[src/core/epprf_pkg.sv]
// shared constants and types for the printer port register and fifo block
package epprf_pkg;

  localparam logic [10:0] OFF_DATA = 11'h000;
  localparam logic [10:0] OFF_STATUS = 11'h001;
  localparam logic [10:0] OFF_CONTROL = 11'h002;
  localparam logic [10:0] OFF_QUEUE = 11'h400;
  localparam logic [10:0] OFF_RESSEL = 11'h401;
  localparam logic [10:0] OFF_EXTCTL = 11'h402;

  localparam logic [2:0] MODE_SPP = 3'h0;
  localparam logic [2:0] MODE_BIDIR = 3'h1;
  localparam logic [2:0] MODE_FIFO = 3'h2;
  localparam logic [2:0] MODE_ECP = 3'h3;
  localparam logic [2:0] MODE_EPP = 3'h4;
  localparam logic [2:0] MODE_RSVD = 3'h5;
  localparam logic [2:0] MODE_TEST = 3'h6;
  localparam logic [2:0] MODE_CFG = 3'h7;

  localparam int CB_DIR = 5;
  localparam int CB_IRQEN = 4;
  localparam int CB_SEL = 3;
  localparam int CB_INIT = 2;
  localparam int CB_LF = 1;
  localparam int CB_STB = 0;

  localparam logic [5:0] CTRL_RESET = 6'h00;
  localparam logic [2:0] MODE_RESET = 3'h0;
  localparam logic ERRDIS_RESET = 1'b1;
  localparam logic SVC_RESET = 1'b1;
  localparam logic [7:0] CAPABILITY = 8'h10;

  localparam int FIFO_DEPTH = 16;
  localparam int FIFO_AW = 4;
  localparam logic [4:0] FIFO_FULL = 5'h10;

  localparam int CLK_NS = 5;
  localparam int T_SETUP_NS = 500;
  localparam int T_PULSE_NS = 500;
  localparam logic [7:0] CYC_SETUP = 8'((T_SETUP_NS + CLK_NS - 1) / CLK_NS);
  localparam logic [7:0] CYC_PULSE = 8'((T_PULSE_NS + CLK_NS - 1) / CLK_NS);

  typedef enum logic [5:0] {
    S_IDLE = 6'b000001,
    S_SETUP = 6'b000010,
    S_PULSE = 6'b000100,
    S_WAIT_HI = 6'b001000,
    S_WAIT_LO = 6'b010000,
    S_REV_HI = 6'b100000
  } epprf_fsm_type;

  typedef struct packed {
    logic cs_n;
    logic aen;
    logic a10;
    logic [2:0] addr;
    logic iow_n;
    logic ior_n;
    logic [7:0] db;
  } epprf_host_type;

  typedef struct packed {
    logic busy;
    logic ack_n;
    logic paper_out_in;
    logic printer_online_in;
    logic fault_n;
    logic [7:0] pd;
  } epprf_cable_in_type;

  typedef struct packed {
    logic [7:0] pd_out;
    logic pd_oe;
    logic strobe_n;
    logic strobe_oe;
    logic line_feed_out;
    logic line_feed_oe;
    logic init_n;
    logic init_oe;
    logic printer_select_out;
    logic select_oe;
  } epprf_cable_out_type;

  localparam epprf_cable_out_type CO_RESET = '{
    pd_out: 8'h00, pd_oe: 1'b1, strobe_n: 1'b1, strobe_oe: 1'b0,
    line_feed_out: 1'b1, line_feed_oe: 1'b0, init_n: 1'b0,
    init_oe: 1'b1, printer_select_out: 1'b1, select_oe: 1'b0};

endpackage

[src/core/epprf_port.sv]
// register set, shared fifo and transfer engine of the printer port
`timescale 1ns/1ps

// Notes on behaviour
// - status at 01H, low three bits zero
// - status bits 3..6 show live cable inputs
// - status bit 7 is inverted busy
// - control bits 5:0 reset zero, 7:6 zero
// - modes 000/010 always drive data out
// - interrupt on done-strobe rise when enabled
// - select bit drives select output inverted
// - init bit drives reset output unchanged
// - line feed and strobe bits drive inverted, except lines the 010/011 engine drives
// - mode 010 sends queue bytes, compat handshake
// - mode 011 sends or receives by ecp
// - command and data writes share one queue
// - test mode moves queue, no cable handshake
// - test queue never stalls, flags stay true
// - test reads take oldest byte, repeat last taken when empty
// - service flag sets at thresholds by direction
// - capability register always reads 10H
// - resource bit 7 reads zero
// - resource bit 6 shows irq line level
// - resource bits 2:0 encode dma channel
// - extended control at 402H, bits 7:5 mode
// - mode 000 resets queue, open-collector controls
// - mode 001 direction tri-states, reads pins
// - mode 111 opens config registers at 400H/401H
// - all queue views share sixteen bytes
module epprf_port #(
  parameter logic [4:0] FREE_SPACE_LEVEL = 5'h08,
  parameter logic [4:0] FILL_LEVEL_TRIGGER = 5'h08
) (
  input wire logic clk,
  input wire logic rst_n,
  input epprf_pkg::epprf_host_type host,
  input wire logic irq_line_in,
  output logic [7:0] db_out,
  output logic db_oe,
  output logic irq_out,
  input epprf_pkg::epprf_cable_in_type cable_in,
  output epprf_pkg::epprf_cable_out_type cable_out
);
  import epprf_pkg::*;

  typedef struct packed {
    epprf_host_type host_s1;
    epprf_host_type host_s2;
    epprf_cable_in_type cab_s1;
    epprf_cable_in_type cab_s2;
    logic irq_s1;
    logic irq_s2;
    logic wr_prev;
    logic rd_prev;
    logic [10:0] woff;
    logic [7:0] wdat;
    logic [10:0] roff;
    logic ack_prev;
    logic [5:0] ctrl;
    logic [7:0] data;
    logic [2:0] mode;
    logic err_dis;
    logic dma_en;
    logic svc;
    logic [2:0] irqsel;
    logic [2:0] dmasel;
    logic [FIFO_DEPTH-1:0][8:0] mem;
    logic [FIFO_AW-1:0] wp;
    logic [FIFO_AW-1:0] rp;
    logic [4:0] cnt;
    logic [7:0] last;
    epprf_fsm_type fsm;
    logic [7:0] tmr;
    logic [8:0] byte_q;
    logic [7:0] db_out;
    logic irq;
    epprf_cable_out_type co;
  } epprf_state_type;

  epprf_state_type q;
  epprf_state_type n;

  function automatic logic [2:0] dma_code(input logic [2:0] w);
    unique case (w)
      3'h3, 3'h2, 3'h1: dma_code = w;
      default: dma_code = 3'h0;
    endcase
  endfunction

  function automatic logic [10:0] host_off(input epprf_host_type h);
    host_off = {h.a10, 7'h00, h.addr};
  endfunction

  function automatic logic q_empty(input logic [4:0] c);
    q_empty = (c == 5'h00);
  endfunction

  function automatic logic q_full(input logic [4:0] c);
    q_full = (c == FIFO_FULL);
  endfunction

  //////////////////////////////////////////////////////////////////////////
  // host decode
  logic sel;
  logic wr;
  logic rd;
  logic dir;
  logic eng_fwd;
  logic eng_rev;
  logic [7:0] head;
  logic [7:0] rmux;

  always_comb begin
    sel = ~q.host_s2.cs_n & ~q.host_s2.aen;
    wr = sel & ~q.host_s2.iow_n;
    rd = sel & ~q.host_s2.ior_n;
    dir = q.ctrl[CB_DIR];
    eng_fwd = (q.mode == MODE_FIFO) | ((q.mode == MODE_ECP) & ~dir);
    eng_rev = (q.mode == MODE_ECP) & dir;
    // empty queue repeats the last byte taken
    head = !q_empty(q.cnt) ? q.mem[q.rp][7:0] : q.last;
    rmux = 8'h00;
    unique case (host_off(q.host_s2))
      OFF_DATA: begin
        if (q.mode == MODE_BIDIR) begin
          rmux = q.cab_s2.pd;
        end else if (q.mode == MODE_SPP) begin
          rmux = q.data;
        end
      end
      OFF_STATUS: begin
        rmux = {~q.cab_s2.busy, q.cab_s2.ack_n, q.cab_s2.paper_out_in,
                q.cab_s2.printer_online_in, q.cab_s2.fault_n, 3'h0};
      end
      OFF_CONTROL: rmux = {2'h0, q.ctrl};
      OFF_QUEUE: begin
        if (q.mode == MODE_CFG) begin
          rmux = CAPABILITY;
        end else if (q.mode == MODE_TEST || eng_rev) begin
          rmux = head;
        end
      end
      OFF_RESSEL: begin
        if (q.mode == MODE_CFG) begin
          rmux = {1'b0, q.irq_s2, q.irqsel, q.dmasel};
        end
      end
      OFF_EXTCTL: begin
        rmux = {q.mode, q.err_dis, q.dma_en, q.svc,
                q_full(q.cnt), q_empty(q.cnt)};
      end
      default: rmux = 8'h00;
    endcase
  end

  //////////////////////////////////////////////////////////////////////////
  // bus and cable outputs
  assign db_out = q.db_out;
  assign db_oe = rd;
  assign irq_out = q.irq;
  assign cable_out = q.co;

  //////////////////////////////////////////////////////////////////////////
  // next state
  always_comb begin
    logic push;
    logic pop;
    logic [8:0] pdat;
    logic wr_end;
    logic rd_end;
    logic [4:0] free;
    logic drive;
    push = 1'b0;
    pop = 1'b0;
    pdat = 9'h000;
    wr_end = q.wr_prev & ~wr;
    rd_end = q.rd_prev & ~rd;
    free = FIFO_FULL - q.cnt;
    drive = 1'b0;
    n = q;

    // every pin input passes two flops
    n.host_s1 = host;
    n.host_s2 = q.host_s1;
    n.cab_s1 = cable_in;
    n.cab_s2 = q.cab_s1;
    n.irq_s1 = irq_line_in;
    n.irq_s2 = q.irq_s1;
    n.wr_prev = wr;
    n.rd_prev = rd;
    n.ack_prev = q.cab_s2.ack_n;
    if (wr) begin
      n.woff = host_off(q.host_s2);
      n.wdat = q.host_s2.db;
    end
    if (rd) begin
      n.roff = host_off(q.host_s2);
      n.db_out = rmux;
    end

    // done-strobe rise raises a one-cycle request
    n.irq = q.ctrl[CB_IRQEN] & q.cab_s2.ack_n & ~q.ack_prev;

    // register writes take effect at the end of the strobe
    if (wr_end) begin
      unique case (q.woff)
        OFF_DATA: begin
          if (q.mode == MODE_SPP || q.mode == MODE_BIDIR) begin
            n.data = q.wdat;
          end else if (q.mode == MODE_ECP && !dir) begin
            // address writes carry the command tag
            push = 1'b1;
            pdat = {1'b1, q.wdat};
          end
        end
        OFF_CONTROL: n.ctrl = q.wdat[5:0];
        OFF_QUEUE: begin
          if (eng_fwd || q.mode == MODE_TEST) begin
            push = 1'b1;
            pdat = {1'b0, q.wdat};
          end
        end
        OFF_RESSEL: begin
          if (q.mode == MODE_CFG) begin
            n.irqsel = q.wdat[5:3];
            n.dmasel = dma_code(q.wdat[2:0]);
          end
        end
        OFF_EXTCTL: begin
          n.mode = q.wdat[7:5];
          n.err_dis = q.wdat[4];
          n.dma_en = q.wdat[3];
          n.svc = q.wdat[2];
        end
        default: n.ctrl = q.ctrl;
      endcase
    end

    // host reads pop at the end of the strobe
    // an empty queue is never popped
    if (rd_end && q.roff == OFF_QUEUE && !q_empty(q.cnt) &&
        (q.mode == MODE_TEST || eng_rev)) begin
      pop = 1'b1;
    end

    //////////////////////////////////////////////////////////////////////
    // transfer engine
    if (!(eng_fwd || eng_rev)) begin
      n.fsm = S_IDLE;
      n.tmr = 8'h00;
    end else begin
      unique case (q.fsm)
        S_IDLE: begin
          if (eng_fwd && !q_empty(q.cnt) && !q.cab_s2.busy && !pop) begin
            pop = 1'b1;
            n.byte_q = q.mem[q.rp];
            n.tmr = CYC_SETUP;
            n.fsm = S_SETUP;
          end else if (eng_rev && !q.cab_s2.ack_n && !push &&
                       !q_full(q.cnt)) begin
            push = 1'b1;
            pdat = {~q.cab_s2.busy, q.cab_s2.pd};
            n.fsm = S_REV_HI;
          end
        end
        S_SETUP: begin
          if (q.tmr <= 8'h01) begin
            n.tmr = CYC_PULSE;
            n.fsm = S_PULSE;
          end else begin
            n.tmr = q.tmr - 8'h01;
          end
        end
        S_PULSE: begin
          if (q.tmr > 8'h01) begin
            n.tmr = q.tmr - 8'h01;
          end else if (q.mode == MODE_FIFO) begin
            n.fsm = S_IDLE;
          end else begin
            n.fsm = S_WAIT_HI;
          end
        end
        // ecp strobe held until busy answers
        S_WAIT_HI: if (q.cab_s2.busy) n.fsm = S_WAIT_LO;
        S_WAIT_LO: if (!q.cab_s2.busy) n.fsm = S_IDLE;
        S_REV_HI: if (q.cab_s2.ack_n) n.fsm = S_IDLE;
        default: n.fsm = S_IDLE;
      endcase
    end

    //////////////////////////////////////////////////////////////////////
    // shared queue; full drops, empty repeats
    // four-bit pointers wrap at the depth
    if (push && !q_full(q.cnt)) begin
      n.mem[q.wp] = pdat;
      n.wp = q.wp + 4'h1;
    end else begin
      push = 1'b0;
    end
    if (pop) begin
      n.rp = q.rp + 4'h1;
      n.last = q.mem[q.rp][7:0];
    end
    n.cnt = q.cnt + {4'h0, push} - {4'h0, pop};
    if (q.mode == MODE_SPP) begin
      n.wp = '0;
      n.rp = '0;
      n.cnt = 5'h00;
    end

    // service flag: hardware set beats a software clear
    if (!q.dma_en && (eng_fwd || eng_rev || q.mode == MODE_TEST)) begin
      if ((!dir && free >= FREE_SPACE_LEVEL) ||
          (dir && q.cnt >= FILL_LEVEL_TRIGGER)) begin
        n.svc = 1'b1;
      end
    end

    //////////////////////////////////////////////////////////////////////
    // cable outputs
    n.co.init_n = q.ctrl[CB_INIT];
    n.co.printer_select_out = ~q.ctrl[CB_SEL];
    if (eng_fwd) begin
      drive = (q.fsm == S_PULSE) | (q.fsm == S_WAIT_HI);
      n.co.strobe_n = ~drive;
      n.co.line_feed_out = (q.mode == MODE_ECP) ? ~q.byte_q[8] :
                           ~q.ctrl[CB_LF];
      n.co.pd_out = q.byte_q[7:0];
    end else if (eng_rev) begin
      n.co.strobe_n = ~q.ctrl[CB_STB];
      // host ack high until the peripheral releases ack
      n.co.line_feed_out = (q.fsm == S_REV_HI);
      n.co.pd_out = q.data;
    end else begin
      n.co.strobe_n = ~q.ctrl[CB_STB];
      n.co.line_feed_out = ~q.ctrl[CB_LF];
      n.co.pd_out = (q.mode == MODE_TEST) ? head : q.data;
    end
    if (q.mode == MODE_SPP) begin
      n.co.strobe_oe = ~n.co.strobe_n;
      n.co.line_feed_oe = ~n.co.line_feed_out;
      n.co.init_oe = ~n.co.init_n;
      n.co.select_oe = ~n.co.printer_select_out;
    end else begin
      n.co.strobe_oe = 1'b1;
      n.co.line_feed_oe = 1'b1;
      n.co.init_oe = 1'b1;
      n.co.select_oe = 1'b1;
    end
    // data drivers ignore direction in 000 and 010
    n.co.pd_oe = (q.mode == MODE_SPP) | (q.mode == MODE_FIFO) | ~dir;
  end

  always_ff @(posedge clk or negedge rst_n) begin
    if (!rst_n) begin
      q <= '0;
      // pins and strobes idle high in reset
      q.host_s1 <= '1;
      q.host_s2 <= '1;
      q.cab_s1 <= '1;
      q.cab_s2 <= '1;
      q.ack_prev <= 1'b1;
      q.ctrl <= CTRL_RESET;
      q.mode <= MODE_RESET;
      q.err_dis <= ERRDIS_RESET;
      q.svc <= SVC_RESET;
      q.fsm <= S_IDLE;
      q.co <= CO_RESET;
    end else begin
      q <= n;
    end
  end

endmodule

[config.mk]
export PLATFORM = sky130hd
export DESIGN_NAME = epprf_port
export DESIGN_NICKNAME = d
export VERILOG_FILES = /design/src/core/epprf_pkg.sv /design/src/core/epprf_port.sv
export SDC_FILE = /design/constraint.sdc
export NUM_CORES = 1
export LEC_CHECK = 0
export BUFFER_PORTS_ARGS = -buffer_cell sky130_fd_sc_hd__buf_2
export CAP_MARGIN = 25
export CORE_ASPECT_RATIO = 1.2
export CORE_MARGIN = 2
export CORE_UTILIZATION = 52
export CTS_BUF_LIST = sky130_fd_sc_hd__clkbuf_2 sky130_fd_sc_hd__clkbuf_4 sky130_fd_sc_hd__clkbuf_8
export CTS_CLUSTER_DIAMETER = 120
export CTS_CLUSTER_SIZE = 8
export DETAILED_ROUTE_END_ITERATION = 8
export PLACE_DENSITY = 0.8
export SLEW_MARGIN = 5
export SYNTH_ARGS = -nofsm -noshare
export SYNTH_HDL_FRONTEND = slang
export SYNTH_SLANG_ARGS = --single-unit
[constraint.sdc]
create_clock -name clk -period 4.3 [get_ports clk]
set_input_delay 0.215 -clock clk [delete_from_list [all_inputs] [get_ports clk]]
set_output_delay 0.215 -clock clk [all_outputs]
set_load 0.01 [all_outputs]
* Yosys cells after proc, flatten, opt, wreduce, memory -nomap -nowiden
Cells that the tools add are included.
W data, S select, Z words.
** Word-level totals
- Word-level logic and storage cells :: 267
- Bits in registers :: 319
- Input bits :: 32
** Operators by class
- Magnitude comparators :: 7
- Bitwise gates (word level) :: 30
- Reductions and logical operators :: 43
- Muxes and demuxes :: 70
- Add/subtract/negate cells :: 6
- Eq/ne operators :: 34
** Operator list (number)
- $bwmux W144 :: 1
- $mux W8 :: 11
- $mux W9 :: 9
- $mux W6 :: 9
- $pmux W8 S6 :: 1
- $bmux W9 S4 :: 1
- $demux W9 S4 :: 1
- $pmux W6 S6 :: 1
- $eq A4 B4 Y1 const B :: 7
- $mux W1 :: 24
- $pmux W8 S3 :: 1
- $ne A3 B3 Y1 const B :: 7
- $pmux W9 S2 :: 1
- $mux W17 :: 1
- $not A1 Y1 :: 17
- $logic_and A1 B1 Y1 :: 15
- $mux W14 :: 1
- $mux W7 :: 2
- $mux W13 :: 1
- $eq A3 B2 Y1 const B :: 4
- $mux W4 :: 3
- $reduce_and A3 Y1 :: 4
- $logic_not A11 Y1 :: 1
- $ge A5 B4 Y1 const B :: 2
- other kinds (35) :: 65

* Depth between registers and ports, before layout
- Depth in word-level cells :: 19
- Mapped depth :: 16
- Gate-level depth less buffers :: 16

* Worst setup path before layout
No wires, ideal clock.
- Path kind :: reg-to-reg
- Start :: reg q[261] (netlist bit)
- End :: reg q[61] (netlist bit)
- Setup time :: 0.078 ns
- Setup slack :: 1.082 ns
- Stages on the path, launching flop included :: 14
- Data arrival time :: 3.140 ns
- Buffers on the path :: 1
- Path through :: dfrtp_1 or4b_1 or2_1 o22ai_1 buf_2 nand2b_1 ha_1 inv_1 ha_1 fa_1 a21oi_1 nor2_1 or3_1 a21oi_1
** RTL lines
- start: declaration :: line epprf_port.sv:80 : epprf_state_type q;
- start signal: assignment :: line epprf_port.sv:370 : q <= n;

==> impl_metrics.env <==
export IMPL_outcome="completed"
export IMPL_cts_sinks=319
export IMPL_relSlewSlack_pct=35.99
export IMPL_hold_end="n[284]"
export IMPL_min_path_type="primary input to register"
export IMPL_final_min_clock_period_ps=3699
export IMPL_antenna_cells_inserted=0
export IMPL_min_from="cable_in[9]"
export IMPL_synth_yosys_warnings=0
export IMPL_detail_route_antenna_nets=0
export IMPL_clk_pin_slew_worst_paths_ps=70
export IMPL_ys_seq_area_share_pct=57.37
export IMPL_maxCapViolCount=0
export IMPL_fin_hold_ws_ps=279.9
export IMPL_drive_gt1_share_pct=39.55
export IMPL_finalNetCount=1168
export IMPL_rows=65
export IMPL_critPathMaxStageDelay_ps=420
export IMPL_rr_worst_depth=17
export IMPL_start_util_pct=53.20
export IMPL_die_h_microns=184.1
export IMPL_endpoint_kind="register"
export IMPL_final_cell_mix="dfrtp_1 (251), mux2_2 (177), dfstp_2 (67), nand2_1 (58), buf_2 (58)"
export IMPL_final_hold_viol_count=0
export IMPL_cp_cell_sequence="inv_1 -> ha_1 -> nor3b_1 -> ha_1 -> inv_1 -> o211ai_1 -> o31a_1 -> buf_4 -> inv_1 -> ha_1 -> inv_1 -> ha_1 -> fa_1 -> a21oi_1 -> nor2_1 -> or3_1 -> a21oi_1"
export IMPL_post_route_drc_count=0
export IMPL_area_delta_synth_final_pct=11.77
export IMPL_p_leak_nw=7.173
export IMPL_rrSetupSlack_ps=600
export IMPL_worst_slack_ps=600.7
export IMPL_io_pins=59
export IMPL_postCtsResizedCells=0
export IMPL_gp_congestion=0.9487
export IMPL_crit_path_max_fanout=23
export IMPL_tns_ps=0
export IMPL_r2r_start="q[60]"
export IMPL_syn_inst=1039
export IMPL_final_common_cell="dfrtp_1"
export IMPL_synth_area_per_cell_sq_um=13.53
export IMPL_holdBufCountCts=31
export IMPL_vias=9029
export IMPL_synth_net_count=1090
export IMPL_path_depth=17
export IMPL_arrival_ps=4170
export IMPL_power_frac_seq_pct=52.4
export IMPL_viasPerCell=6.109
export IMPL_switching_share_pct=26.81
export IMPL_fmax_mhz=270.3
export IMPL_slowest_stage="fa_1"
export IMPL_critPathRequiredTime_ps=4770
export IMPL_fill_cells=2022
export IMPL_combPwrFrac_pct=12.2
export IMPL_grt_usage_pct=23.04
export IMPL_setup_viol_count_final=0
export IMPL_r2r_end="q[61]"
export IMPL_skew_ps=50.93
export IMPL_routed_wl_microns=31940
export IMPL_crit_family="adder cells"
export IMPL_grt_pass1_wl_microns=50950
export IMPL_path_buf_inv=5
export IMPL_crit_type="register to register"
export IMPL_cts_buffers=45
export IMPL_cp_start_kind="register"
export IMPL_synth_edf_count=0
export IMPL_synth_flop_cell="dfrtp_1"
export IMPL_drt_iter0_markers=760
export IMPL_core_sq_mm=0.02643
export IMPL_switching_power_mw=1.753
export IMPL_cts_tree="done"
export IMPL_p_int_mw=4.786
export IMPL_wl_per_cell_microns=21.61
export IMPL_firstDrtPassIters=7
export IMPL_dieArea_sq_mm=0.02838
export IMPL_clock_path_buffers=3
export IMPL_ir_drop_mv=0.2153
export IMPL_finalCritPeriodShare_pct=86.03
export IMPL_final_cells=1478
export IMPL_cts_setup_buffers=0
export IMPL_p_clk_share_pct=35.4
export IMPL_synth_area_sq_mm=0.01406
export IMPL_rsz0062_at_grt="false"
export IMPL_p_total_mw=6.538
export IMPL_synth_cell_types=68
export IMPL_worst_pin_slew_ps=960.2
export IMPL_synthArstFlopShare_pct=100.0
export IMPL_dp_cells=1374
export IMPL_power_density_mw_per_mm2=416.0
export IMPL_clkLatencyLatePin_ps=590
export IMPL_grt_pass1_vias=9404
export IMPL_die_x_microns=154.1
export IMPL_holdPathStages=2
export IMPL_grt_max_degree=122
export IMPL_clock_root_buffer="clkbuf_8"
export IMPL_dp_hpwl_microns=20900
export IMPL_globalRouteOverflowTotal=0
export IMPL_antenna_found_initial=0
export IMPL_htree_levels=2
export IMPL_port_buffer_count=58
export IMPL_place_ws_ps=663.6
export IMPL_ys_ff_latch=319
export IMPL_drv_slew=0
Yosys cell counts, drive strengths merged (12+ instances only):
cell type  count  area share [%]
dfrtp        252              45
mux2         178              14
dfstp         67              13
nand2         58             1.5
o21ai         48             1.7
buf           44             2.0
mux4          37             5.9
clkbuf        35            0.94
nor2          28            0.80
inv           25            0.67
nand3         21            0.75
a21oi         19            0.68
ha            18             1.6
a22o          16             1.0
mux2i         15             1.1
nor3          13            0.58
nor2b         12            0.53
power groups by stage:
stage	Clock (mW)	Sequential (mW)	Combinational (mW)
after floorplan	0	3.39	0.583
after global placement	0	3.47	0.743
after detailed placement	0	3.47	0.762
after CTS	2.35	3.42	0.788
after global routing	2.48	3.45	0.866
final	2.31	3.43	0.797
state kept, by name, summed over array words and instances, names as in the netlist:
signal / count
q: 260
db_out: 8
dir: 1
cable_out: 17
n: 32
irq_out: 1
worst max path at each step:
stage	endpoint	from
global placement	q[61]	q[60]
finish	q[61]	q[60]
global route	q[61]	q[60]
floorplan	q[61]	q[261]
detailed placement	q[61]	q[60]
CTS	q[61]	q[60]
layout make-up:
type	count	area, sq um	area share, %
clock buffers	72	834.6	5.310
well taps	335	419.2	2.667
inverters	26	97.59	0.6210
repair buffers	110	793.3	5.047
flip-flops and latches	319	8068	51.33
multi-input cells	615	5488	34.92
clock inverters	1	16.27	0.1035
per-stage QoR:
stage,area [sq um],util (%)
after global placement,14540,55.01
after CTS,15720,59.46
final,15720,59.46
after global routing,15720,59.46
after detailed placement,14560,55.07
after floorplan,14060,-
kinds of logic after synthesis:
| group | share of synthesized area (%) |
|---|---|
| flip-flops | 57.37 |
| AO/OA/AOI/OAI | 7.831 |
| AND/OR/NAND/NOR | 7.920 |
| multiplexers | 21.25 |
| adder cells (fa/ha/maj) | 1.744 |
| buffers and inverters | 3.639 |
| XOR/XNOR | 0.2492 |
per-layer routing:
layer	vias up	GRT usage [%]	part of all wire, %
li1	3956	-	-
met1	4664	30.25	41
met2	322	38.58	50
met3	87	3.550	5.7
met4	0	9.682	3.7
met5	-	0	0
(Power assumes the default switching activity.)
